**config.mk**
```make
export PLATFORM = sky130hd
export DESIGN_NAME = isa_sideband_decode
export DESIGN_NICKNAME = d
export VERILOG_FILES = /design/src/hdl/isa_sideband_pkg.sv /design/src/hdl/mux_phase_if.sv /design/src/hdl/isa_mux_phase.sv /design/src/hdl/isa_sideband_decode.sv
export SDC_FILE = /design/constraint.sdc
export NUM_CORES = 1
export LEC_CHECK = 0
export BUFFER_PORTS_ARGS = -buffer_cell sky130_fd_sc_hd__buf_2
export CORE_ASPECT_RATIO = 1.4
export CORE_MARGIN = 3
export CORE_UTILIZATION = 27
export CTS_CLUSTER_DIAMETER = 30
export DETAILED_ROUTE_END_ITERATION = 6
export HOLD_SLACK_MARGIN = 0.06
export PLACE_DENSITY_LB_ADDON = 0.1
export SLEW_MARGIN = 5
export SYNTH_ARGS = -nofsm -noshare
export SYNTH_HDL_FRONTEND = slang
export SYNTH_SLANG_ARGS = --single-unit
```
**constraint.sdc**
```tcl
create_clock -name CORE_CLK -period 1.57 [get_ports CORE_CLK]
set_input_delay 0.0785 -clock CORE_CLK [delete_from_list [all_inputs] [get_ports CORE_CLK]]
set_output_delay 0.0785 -clock CORE_CLK [all_outputs]
set_load 0.01 [all_outputs]
```
**src/hdl/isa_sideband_pkg.sv**
```systemverilog
package isa_sideband_pkg;
  // fixed pin widths of the multiplexed sideband
  localparam int IRQ_PINS = 4;
  localparam int DREQ_PINS = 2;
  localparam int MUX_PHASES = 4;
  localparam int IRQ_CHANS = IRQ_PINS * MUX_PHASES;
  localparam int DREQ_CHANS = DREQ_PINS * MUX_PHASES;
  // irq channel that carries the rtc's active-low request
  localparam int RTC_IRQ_CHAN = 8;
  // i/o ports decoded on the isa side
  localparam logic [15:0] RTC_ADDR_PORT = 16'h0070;
  localparam logic [15:0] RTC_DATA_PORT = 16'h0071;
  localparam logic [15:0] KBD_DATA_PORT = 16'h0060;
  localparam logic [15:0] KBD_CMD_PORT = 16'h0064;
  localparam logic [15:0] GP_LATCH_PORT = 16'h00e0;
  // boot rom window in the first megabyte
  localparam logic [19:0] ROM_BASE = 20'he0000;
  localparam logic [19:0] ROM_MASK = 20'he0000;
  // dma acknowledge code shown when no channel is acknowledged
  localparam logic [2:0] DACK_IDLE_CODE = 3'h4;
  // core cycles per doubled isa clock half period on the pci path (pciclk/4 at about 33 MHz)
  localparam int PCI_TICK_DIV = 3;
  // reset values
  localparam logic [1:0] PHASE_RST = 2'h0;
  localparam logic STROBE_N_RST = 1'b1;
endpackage : isa_sideband_pkg

```
**src/hdl/mux_phase_if.sv**
```systemverilog
`timescale 1ns/1ps
interface mux_phase_if;
  import isa_sideband_pkg::*;
  logic [1:0] phase;
  logic tick;
  logic [IRQ_CHANS-1:0] irq_vec;
  logic [DREQ_CHANS-1:0] dreq_vec;
  modport src (output phase, output tick, output irq_vec, output dreq_vec);
  modport snk (input phase, input tick, input irq_vec, input dreq_vec);
endinterface : mux_phase_if

```
**src/hdl/isa_mux_phase.sv**
```systemverilog
`timescale 1ns/1ps
module isa_mux_phase
  import isa_sideband_pkg::*;
#(
  parameter int TICK_DIV = PCI_TICK_DIV
) (
  input wire logic clk,
  input wire logic rst_n,
  input wire logic src_osc,
  input wire logic osc14m_pin,
  input wire logic [IRQ_PINS-1:0] irq_pin,
  input wire logic [DREQ_PINS-1:0] dreq_pin,
  mux_phase_if.src mp
);
  // the capture three cycles after a tick must land no later than the next tick, and div_q is 8 bits
  if (TICK_DIV < 3 || TICK_DIV > 256) begin : g_bad_div
    $error("TICK_DIV must lie between 3 and 256");
  end

  logic [IRQ_PINS-1:0] irq_s1_q, irq_s2_q;
  logic [DREQ_PINS-1:0] dreq_s1_q, dreq_s2_q;
  logic osc_s1_q, osc_s2_q, osc_s3_q;
  logic [7:0] div_q;
  logic [1:0] phase_q;
  logic tick_q;
  logic [1:0] cap_pipe_q;
  logic [IRQ_CHANS-1:0] irq_q;
  logic [DREQ_CHANS-1:0] dreq_q;
  wire div_end = (div_q == 8'(TICK_DIV - 1));
  wire osc_edge = (osc_s2_q != osc_s3_q);
  wire tick_d = src_osc ? osc_edge : div_end;
  // pins seen at capture time still belong to the phase before the current one
  wire [1:0] cap_slot = phase_q - 2'h1;

  // pin synchronisers, first stage read only by the second
  always_ff @(posedge clk or negedge rst_n) begin
    if (!rst_n) begin
      irq_s1_q <= '0;
      irq_s2_q <= '0;
      dreq_s1_q <= '0;
      dreq_s2_q <= '0;
      osc_s1_q <= 1'b0;
      osc_s2_q <= 1'b0;
      osc_s3_q <= 1'b0;
    end else begin
      irq_s1_q <= irq_pin;
      irq_s2_q <= irq_s1_q;
      dreq_s1_q <= dreq_pin;
      dreq_s2_q <= dreq_s1_q;
      osc_s1_q <= osc14m_pin;
      osc_s2_q <= osc_s1_q;
      osc_s3_q <= osc_s2_q;
    end
  end

  always_ff @(posedge clk or negedge rst_n) begin
    if (!rst_n) div_q <= '0;
    else if (div_end || src_osc) div_q <= '0;
    else div_q <= div_q + 8'h01;
  end

  // phase step and per-phase capture
  // a group reaches the second sync stage three cycles after its phase starts (output flop plus
  // two sync flops), so it is taken three cycles after the tick, just as its phase ends
  always_ff @(posedge clk or negedge rst_n) begin
    if (!rst_n) begin
      phase_q <= PHASE_RST;
      tick_q <= 1'b0;
      cap_pipe_q <= 2'h0;
      irq_q <= '0;
      dreq_q <= '0;
    end else begin
      tick_q <= tick_d;
      cap_pipe_q <= {cap_pipe_q[0], tick_q};
      if (tick_d) phase_q <= phase_q + 2'h1;
      if (cap_pipe_q[1]) begin
        irq_q[cap_slot*IRQ_PINS +: IRQ_PINS] <= irq_s2_q;
        dreq_q[cap_slot*DREQ_PINS +: DREQ_PINS] <= dreq_s2_q;
      end
    end
  end

  // phase bit 1 is the isa clock, bit 0 its double
  assign mp.phase = phase_q;
  assign mp.tick = tick_q;
  assign mp.irq_vec = irq_q;
  assign mp.dreq_vec = dreq_q;
endmodule : isa_mux_phase

```
**src/hdl/isa_sideband_decode.sv**
```systemverilog
`timescale 1ns/1ps
// Summary of operation
// - io write to latch port pulls latch strobe so SD[7:0] gets latched.
// - irq channel 8 is inverted so the rtc's active-low pin wires straight.
// - dma acknowledge leaves as a 3-bit code; outside logic decodes it.
// - final transfer flag is driven during the last dma transfer.
// - io write to port 70h asserts the rtc address strobe.
// - io write to port 71h asserts the rtc read/write strobe.
// - io read of port 71h asserts the rtc data strobe.
// - memory cycle hitting rom asserts the shared rom/rtc select.
// - io cycle hitting the rtc asserts the same shared select.
// - io cycle hitting the keyboard ports asserts the keyboard select.
// - rom/rtc select, keyboard select, rtc rw and data strobe pins carry isa function only while isa owns the pins.
// - ownership control low picks isa, high picks ide on shared pins.
// - isa clock is pci clock over four or 14.318 MHz over two.
module isa_sideband_decode
  import isa_sideband_pkg::*;
#(
  parameter int TICK_DIV = PCI_TICK_DIV
) (
  input wire logic CORE_CLK,
  input wire logic RESETN,
  input wire logic CLK_SRC_OSC,
  input wire logic OSC14M_IN,
  input wire logic [IRQ_PINS-1:0] MUXED_IRQ_IN,
  input wire logic [DREQ_PINS-1:0] MUXED_DMA_REQ_IN,
  input wire logic CYC_IO_WR,
  input wire logic CYC_IO_RD,
  input wire logic CYC_MEM,
  input wire logic [19:0] CYC_ADDR,
  input wire logic DMA_ACK_ACTIVE,
  input wire logic [2:0] DMA_ACK_CHAN,
  input wire logic DMA_LAST_XFER,
  input wire logic ISA_BUS_OWN,
  input wire logic [15:12] IDE_DD_OUT,
  output logic ISA_BUS_CLK,
  output logic ISA_BUS_CLK_DOUBLE,
  output logic [IRQ_CHANS-1:0] IRQ_REQ,
  output logic [DREQ_CHANS-1:0] DMA_REQ,
  output logic [2:0] ENCODED_DMA_ACK_OUT,
  output logic DMA_FINAL_TRANSFER,
  output logic GP_LATCH_STROBE_N,
  output logic RTC_ADDR_STROBE_N,
  output logic ROM_RTC_SELECT_N,
  output logic KBD_SELECT_N,
  output logic RTC_RW_STROBE_N,
  output logic RTC_DATA_STROBE,
  output logic ISA_OWNER_OE_N
);
  mux_phase_if mp ();

  isa_mux_phase #(.TICK_DIV(TICK_DIV)) u_phase (
    .clk(CORE_CLK),
    .rst_n(RESETN),
    .src_osc(CLK_SRC_OSC),
    .osc14m_pin(OSC14M_IN),
    .irq_pin(MUXED_IRQ_IN),
    .dreq_pin(MUXED_DMA_REQ_IN),
    .mp(mp.src)
  );

  function automatic logic io_hit(input logic [19:0] addr, input logic [15:0] port);
    io_hit = (addr[15:0] == port);
  endfunction : io_hit

  // address decode of the current isa cycle
  wire io_cyc = CYC_IO_WR | CYC_IO_RD;
  wire rtc_io = io_hit(CYC_ADDR, RTC_ADDR_PORT) | io_hit(CYC_ADDR, RTC_DATA_PORT);
  wire kbd_io = io_hit(CYC_ADDR, KBD_DATA_PORT) | io_hit(CYC_ADDR, KBD_CMD_PORT);
  wire rom_mem = CYC_MEM & ((CYC_ADDR & ROM_MASK) == ROM_BASE);
  wire gp_hit = CYC_IO_WR & io_hit(CYC_ADDR, GP_LATCH_PORT);
  wire rtc_as_hit = CYC_IO_WR & io_hit(CYC_ADDR, RTC_ADDR_PORT);
  wire rtc_rw_hit = CYC_IO_WR & io_hit(CYC_ADDR, RTC_DATA_PORT);
  wire rtc_ds_hit = CYC_IO_RD & io_hit(CYC_ADDR, RTC_DATA_PORT);
  wire romrtc_hit = rom_mem | (io_cyc & rtc_io);
  wire kbd_hit = io_cyc & kbd_io;

  // shared pins: isa strobes while isa owns them, ide data bits otherwise
  // ownership gates shared pins
  wire romrtc_pin = ISA_BUS_OWN ? ~romrtc_hit : IDE_DD_OUT[15];
  wire kbd_pin = ISA_BUS_OWN ? ~kbd_hit : IDE_DD_OUT[14];
  wire rw_pin = ISA_BUS_OWN ? ~rtc_rw_hit : IDE_DD_OUT[13];
  wire ds_pin = ISA_BUS_OWN ? rtc_ds_hit : IDE_DD_OUT[12];

  // acknowledge code: channel while active, idle code otherwise
  wire [2:0] dack_code = DMA_ACK_ACTIVE ? DMA_ACK_CHAN : DACK_IDLE_CODE;
  wire [IRQ_CHANS-1:0] irq_fixed = mp.irq_vec ^ (IRQ_CHANS'(1) << RTC_IRQ_CHAN);

  always_ff @(posedge CORE_CLK or negedge RESETN) begin
    if (!RESETN) begin
      GP_LATCH_STROBE_N <= STROBE_N_RST;
      RTC_ADDR_STROBE_N <= STROBE_N_RST;
      ROM_RTC_SELECT_N <= STROBE_N_RST;
      KBD_SELECT_N <= STROBE_N_RST;
      RTC_RW_STROBE_N <= STROBE_N_RST;
      RTC_DATA_STROBE <= 1'b0;
      ISA_OWNER_OE_N <= 1'b1;
    end else begin
      GP_LATCH_STROBE_N <= ~gp_hit;
      RTC_ADDR_STROBE_N <= ~rtc_as_hit;
      ROM_RTC_SELECT_N <= romrtc_pin;
      KBD_SELECT_N <= kbd_pin;
      RTC_RW_STROBE_N <= rw_pin;
      RTC_DATA_STROBE <= ds_pin;
      ISA_OWNER_OE_N <= ~ISA_BUS_OWN;
    end
  end

  // rtc irq inversion, plus demultiplexed requests
  always_ff @(posedge CORE_CLK or negedge RESETN) begin
    if (!RESETN) begin
      IRQ_REQ <= '0;
      DMA_REQ <= '0;
    end else begin
      IRQ_REQ <= irq_fixed;
      DMA_REQ <= mp.dreq_vec;
    end
  end

  // ack code moves only with the phase so decoders never glitch
  always_ff @(posedge CORE_CLK or negedge RESETN) begin
    if (!RESETN) begin
      ENCODED_DMA_ACK_OUT <= DACK_IDLE_CODE;
      DMA_FINAL_TRANSFER <= 1'b0;
    end else begin
      if (mp.tick) ENCODED_DMA_ACK_OUT <= dack_code;
      DMA_FINAL_TRANSFER <= DMA_ACK_ACTIVE & DMA_LAST_XFER;
    end
  end

  // isa clock pair straight from the phase flops
  always_ff @(posedge CORE_CLK or negedge RESETN) begin
    if (!RESETN) begin
      ISA_BUS_CLK <= 1'b0;
      ISA_BUS_CLK_DOUBLE <= 1'b0;
    end else begin
      ISA_BUS_CLK <= mp.phase[1];
      ISA_BUS_CLK_DOUBLE <= mp.phase[0];
    end
  end
endmodule : isa_sideband_decode

```
==> metrics.txt, run 1 <==
status finished clean; Slew Viols, Final 0; Yosys top cell area share between 60% and 70%; drt drc 0; CORE AREA about 0.011 mm2; synth-to-layout area growth 40.7%; Post-synth top cells 82 x dfrtp_1, 24 x a22o_1, 9 x nor2_1; Setup crit start kind primary input; Tmin final 1.51 ns; final hold vios 0; crit path kind primary input to register; GP Congestion ~0.75; met1 Use GR 12.7%; Worst-path clk slew ~0.060 ns; drt total wl between 6000 and 7000 um; Initial Util ~28%; RSZ-0062 raised after global routing false; Die Wd around 96 um; Synth area leaders dfrtp_1 67%, a22o_1 6.9%, dfstp_2 6.0%; antenna-violating nets left 0; Pwr Total between 0.006 and 0.007 W; syn_area_per_cell around 16 um2; mapped cell area approximately 0.003 mm2; Power Density 1500 mW/mm2; maximum clock path buffer count 2; Fmax achieved around 0.66 GHz; Final nets 375; H-tree depth 3; # port buffers 78; post-layout util about two fifths; antenna violations before repair 0; MaxCap Viol Count 0; Inst Count DP between 400 and 500; worst setup margin about 0.056 ns; crit path max fanout 4; routed wire length per instance between 10 and 15 um; Via density between 4 and 5; IO Pins 80; post-placement cell area 0.00374 mm2; largest net degree at the start of global routing 44; footprint of the multi-input gates slightly below 800 um2; count leader, synth dfrtp_1; first-pass GRT wire length ~10,000 um; First-pass DRT Iterations 6; Die H 132 um; met2 usage 18.1%; Post-synth EDFFs 0; #FFs+latches synth ~90; gr usage total between 10% and 20%; Non-Filler Instances 471; CTS tree done; critical-path cell list buf_2, dlygate4sd3_1, inv_1, nor4_2, a31oi_1, dlygate4sd3_1; Die Footprint 0.0126 mm2; Detail Placement HPWL roughly 4400 um; CP peak stage delay a little under 0.6 ns; antenna diode count 0; busiest layer in global routing met2; leakage power between 2 and 2.5 nW; grt met3 use 3.55%; 1st-iter DRT viols 33; VDD IR max between 0.0006 and 0.0007 V; worst min-delay path category primary input to register; post-route cell area between 0.004 and 0.005 mm2; Most Frequent Cell on Critical Path dlygate4sd3_1; Worst Max-Slew Pin Slew 0.450 ns; Warnings, synthesis 0; Synth Flop Type dfrtp_1; Yosys cell types 37; Clock Sinks a little under 90; Max-slew headroom 70.0%; Root Buffer clkbuf_16; area taken by flip-flops and latches roughly 0.0022 mm2; clock latency at the later pin of the worst-skew pair ~0.33 ns; row count between 40 and 50; vias in the first global route between 2,000 and 2,500; skew final about 0.0047 ns; Mapped Cells about 200; layout cells sized above 1 ~39%; final worst-path cycle share about 96%; Slowest cell on crit path dlygate4sd3_1; dpl ws -0.0258 ns; total congestion overflow 0; # fillers approximately 1,100; Via Count about 2,000; Final setup viols 0; Mapped Nets 245; post-synth top area cell dfrtp_1; Critical Path Sink Type register; clock buffer count from CTS 9; Arr. time, crit path between 1.5 and 2 ns; Critical Path RT between 1.5 and 2 ns; Seq/Total Area, Yosys between 70% and 80%; Async SR Flop Fraction 100%
-- where the power goes --
part           switching [W]  internal (W)  leakage (nW)  total, W
clock network       0.000803       0.00111         0.130   0.00191
registers           0.000253       0.00286          1.15   0.00311
logic               0.000695      0.000724         0.802   0.00142
total                0.00175       0.00469          2.08   0.00644
-- per-stage QoR --
step	TNS [ns]	hold WS, ns
floorplan	0	-0.217
global placement	0	0.0708
finish	0	0.185
detailed placement	-0.134	0.0708
CTS	0	0.170
global route	0	0.194
-- what timing repair did --
action / in CTS / in global routing
hold buffers: 26 / 0
endpoints found under the hold margin: 51 / 0
pin swaps: 0 / 2
gates resized for setup: 1 / 3
buffers inserted: 0 / 1
endpoints found under the setup margin: 6 / 19
-- routing by layer --
metal | wire length, um | share of wire, % | up-vias
li1 | - | - | 971
met1 | 2370 | 39 | 988
met2 | 3270 | 53 | 68
met3 | 401 | 6.5 | 9
met4 | 106 | 1.7 | 0
met5 | 0 | 0 | -
-- placed cells by master, fill, tap and decap left out, types with 3 or more instances in the layout --
master          n
buf_4          16
clkbuf_16       9
o21ai_0         5
dfstp_2         7
a21oi_1         3
clkbuf_1        3
nor2_1          8
nand2_1         6
buf_2          77
ha_1            5
a31oi_1         3
dlygate4sd3_1  26
a22o_1         24
inv_1           7
dfrtp_1        81
nand3_1         5
or3_1           3
xor2_1          3
-- kinds of logic (layout without fill, tap and decap cells) --
logic type,count (synthesis),in the layout,share of synthesized area [%]
AND/OR/NAND/NOR,44,44,10.3
buffers and inverters,9,144,1.15
XOR/XNOR,5,5,1.44
multiplexers,2,2,0.822
AO/OA/AOI/OAI,39,39,10.0
adder cells (fa/ha/maj),7,7,2.88
flip-flops,89,89,73.4
-- registers in the layout, summed over array words and instances (netlist names), 3 cells and up --
signal,cells
u_phase.irq_s2_q,4
u_phase.irq_s1_q,4
u_phase.div_q,8
ENCODED_DMA_ACK_OUT,3
u_phase.mp.dreq_vec,8
DMA_REQ,8
IRQ_REQ,16
u_phase.mp.irq_vec,16
-- critical path: cells and delay by family --
| family | cells | cell delay, ns |
|---|---|---|
| AO/OA/AOI/OAI | 1 | 0.10 |
| AND/OR/NAND/NOR | 1 | 0.26 |
| buffers and inverters | 4 | 1.33 |
-- worst paths after layout --
check | start | endpoint | slack [ns] | cells past startpoint
worst max-delay path | ISA_BUS_OWN | KBD_SELECT_N$_DFF_PN1_ | 0.06 | 6
worst min-delay path | CLK_SRC_OSC | u_phase.mp.tick$_DFF_PN0_ | 0.19 | 3
worst max register to register | u_phase.mp.phase[0]$_DFFE_PN0P_ | u_phase.mp.dreq_vec[3]$_DFFE_PN0P_ | 0.08 | 7
worst min register to register | u_phase.irq_s1_q[1]$_DFF_PN0_ | u_phase.irq_s2_q[1]$_DFF_PN0_ | 0.35 | 0
max in group asynchronous | RESETN | u_phase.mp.phase[0]$_DFFE_PN0P_ | 0.76 | 3
min in group asynchronous | RESETN | IRQ_REQ[1]$_DFF_PN0_ | 0.24 | 2
-- cell type report --
class / count / area share, %
clock buffers: 13 / 5.84
flip-flops and latches: 89 / 52.2
well taps: 141 / 4.12
clock inverters: 3 / 0.409
repair buffers: 120 / 18.3
inverters: 8 / 0.701
multi-input cells: 97 / 18.4
Power figures use the tool's default switching activity.
==> inputs of run 2 (changes only) <==
Settings changed: PLACE_DENSITY from default to 0.59, PLACE_DENSITY_LB_ADDON 0.1 to default.
Clock period 1.57 ns to 1.3 ns, I/O delays scaled along.
==> run 2 against run 1 <==
  * Sequential share of layout area fell by 2.2 points
  * Global-route usage rose by 0.13 points
  * The flow now finishes with violations (negative setup slack)
  * Sequential cell count did not move
  * Non-clock buffer count rose by 8
  * Worst hold slack got worse by 0.11 ns
==> metrics.txt, run 2 (synthesis gave the netlist of run 1 again) <==
Final setup viols 22 (was 0); crit path max fanout 6 (was 4); Die Wd 95.8 um (unchanged); commonest cells after routing, fill and taps aside 81 x dfrtp_1, 76 x buf_2, 27 x dlygate4sd3_1 (was 81 x dfrtp_1, 77 x buf_2, 26 x dlygate4sd3_1); first-pass GRT wire length 10,400 um (about the same); final worst-path cycle share 108%; worst min-delay path category primary input to register (unchanged); Arr. time, crit path 1.68 ns (was 1.77 ns); Initial Util 27.9% (unchanged); met3 wire length 452 um (was 401 um); Die H 132 um (unchanged); Clock Sinks 89 (unchanged); setup TNS -1.20 ns (was 0 ns); CP peak stage delay 0.45 ns (was 0.58 ns); RR Endpoint u_phase.mp.irq_vec[4]$_DFFE_PN0P_ (was u_phase.mp.dreq_vec[3]$_DFFE_PN0P_); maximum clock path buffer count 2 (unchanged); H-tree depth 3 (unchanged); First-pass DRT Iterations 4 (was 6); worst setup margin -0.107 ns (was 0.0555 ns); # port buffers 78 (unchanged); antenna violations before repair 0 (unchanged); Root Buffer clkbuf_16 (unchanged); RSZ-0062 raised after global routing true (was false); Critical Path Stages 5 (was 6); antenna-violating nets left 0 (unchanged); IO Pins 80 (unchanged); met2 wire length 3470 um (was 3270 um); critical-path cell list inv_4, ha_4, nor4b_4, buf_4, a22o_1 (was buf_2, dlygate4sd3_1, inv_1, nor4_2, a31oi_1, dlygate4sd3_1); Worst Max-Slew Pin Slew 0.374 ns (was 0.450 ns); status finished, violations left (was finished clean); # fillers 1,055 (was 1,086); area taken by flip-flops and latches 0.00224 mm2 (unchanged); Non-Filler Instances 477 (was 471); Max-slew headroom 75.1% (was 70.0%); 1st-iter DRT viols 43 (was 33); Inst Count DP 434 (was 428); Detail Placement HPWL 4490 um (was 4430 um); VDD IR max 0.000610 V (was 0.000684 V); crit path from u_phase.mp.phase[0]$_DFFE_PN0P_ (was ISA_BUS_OWN); most common cell after layout, fill and taps aside dfrtp_1 (unchanged); CTS tree done (unchanged); layout cells sized above 1 43.2% (was 39.4%); Slowest cell on crit path dfrtp_2 (was dlygate4sd3_1); leakage power 2.16 nW (was 2.08 nW); Via density 4.34 (was 4.32); DRT met1 WL 2230 um (was 2370 um); Slew Viols, Final 0 (unchanged); synth-to-layout area growth 46.8% (was 40.7%); CP bufs+invs 2 (was 4); Tmin final about 1.4 ns; drt total wl 6290 um (was 6150 um); Top Layer Used met4 (unchanged); footprint of the multi-input gates 882 um2 (was 788 um2); Critical Path RT 1.57 ns (was 1.83 ns); Final nets 383 (was 375); vias in the first global route 2,203 (was 2,159); Die Footprint 0.0126 mm2 (unchanged); Critical Path Sink Type register (unchanged); skew final 0.00582 ns (was 0.00473 ns); clock latency at the later pin of the worst-skew pair 0.33 ns (about the same); Setup crit start kind register (was primary input); row count 45 (unchanged); Via Count 2,068 (was 2,036); largest net degree at the start of global routing 39 (was 44); failing checks negative setup slack; crit path kind register to register (was primary input to register); RR Startpoint u_phase.mp.phase[0]$_DFFE_PN0P_ (unchanged); drt drc 0 (unchanged); worst r2r path cells 5 (was 7); Worst-path clk slew 0.06 ns (about the same); GP Congestion 0.751 (was 0.748); clock buffer count from CTS 9 (unchanged); total congestion overflow 0 (unchanged); routed wire length per instance 13.2 um (was 13.0 um); MaxCap Viol Count 0 (unchanged); Fmax achieved 0.711 GHz; CORE AREA 0.0109 mm2 (unchanged); CP top delay family flip-flops (was buffers and inverters); final hold vios 0 (unchanged); antenna diode count 0 (unchanged); gr usage total 11.0% (was 10.9%); Power Density 1820 mW/mm2 (was 1500 mW/mm2); Worst setup endpoint u_phase.mp.irq_vec[4]$_DFFE_PN0P_ (was KBD_SELECT_N$_DFF_PN1_); R2R Setup Slk -0.11 ns (was 0.08 ns)
run 2: power by group:
group          internal, W  total [W]  switching, W
sequential         0.00345    0.00377      0.000325
clock              0.00138    0.00232      0.000943
combinational      0.00107    0.00204      0.000968
run 2: through the flow:
step                      util [%]  instance area, um2  power [W]  setup WS, ns  hold slack [ns]
after floorplan                  -                3100    0.00480       -0.0834           -0.231
after global placement        35.2                3850    0.00559       -0.0612           0.0143
after detailed placement      35.2                3850    0.00565       -0.0981           0.0115
after CTS                     40.5                4430    0.00815       -0.0994           0.0626
after global routing          40.9                4470    0.00865        -0.174           0.0850
final                         40.9                4470    0.00813        -0.107           0.0773
run 2: how the worst min path moves through the flow:
stage | start | to | slack, ns | depth (start not counted)
6_report | CYC_ADDR[4] | KBD_SELECT_N$_DFF_PN1_ | 0.08 | 3
3_5_place_dp | RESETN | DMA_REQ[0]$_DFF_PN0_ | 0.01 | 1
3_3_place_gp | RESETN | DMA_REQ[0]$_DFF_PN0_ | 0.01 | 1
2_1_floorplan | RESETN | DMA_FINAL_TRANSFER$_DFF_PN0_ | -0.23 | 0
5_1_grt | CLK_SRC_OSC | u_phase.div_q[7]$_DFF_PN0_ | 0.08 | 3
4_1_cts | CYC_ADDR[4] | KBD_SELECT_N$_DFF_PN1_ | 0.06 | 3
run 2: layer usage:
| metal | up-vias | global-route usage (%) |
|---|---|---|
| li1 | 981 | - |
| met1 | 1004 | 11.2 |
| met2 | 72 | 19.1 |
| met3 | 11 | 4.52 |
| met4 | 0 | 4.83 |
| met5 | - | 0 |
run 2: worst min-delay path: stages:
cell     delay (ns)
buf_2          0.09
nor4_1         0.04
a31oi_1        0.16
run 2: cell type report:
| class | count | share of cell area (%) |
|---|---|---|
| Clock buffer | 12 | 5.74 |
| Timing Repair Buffer | 128 | 19.5 |
| Inverter | 8 | 0.728 |
| Tap cell | 141 | 3.95 |
| Multi-Input combinational cell | 97 | 19.7 |
| Clock inverter | 2 | 0.336 |
| Sequential cell | 89 | 50.0 |
run 2: repair_timing:
action	4_1_cts	5_1_grt
setup endpoints to repair	32	35
pin swaps	10	12
endpoints found under the hold margin	103	0
resized for setup	8	5
buffers inserted	0	4
hold buffers	27	0
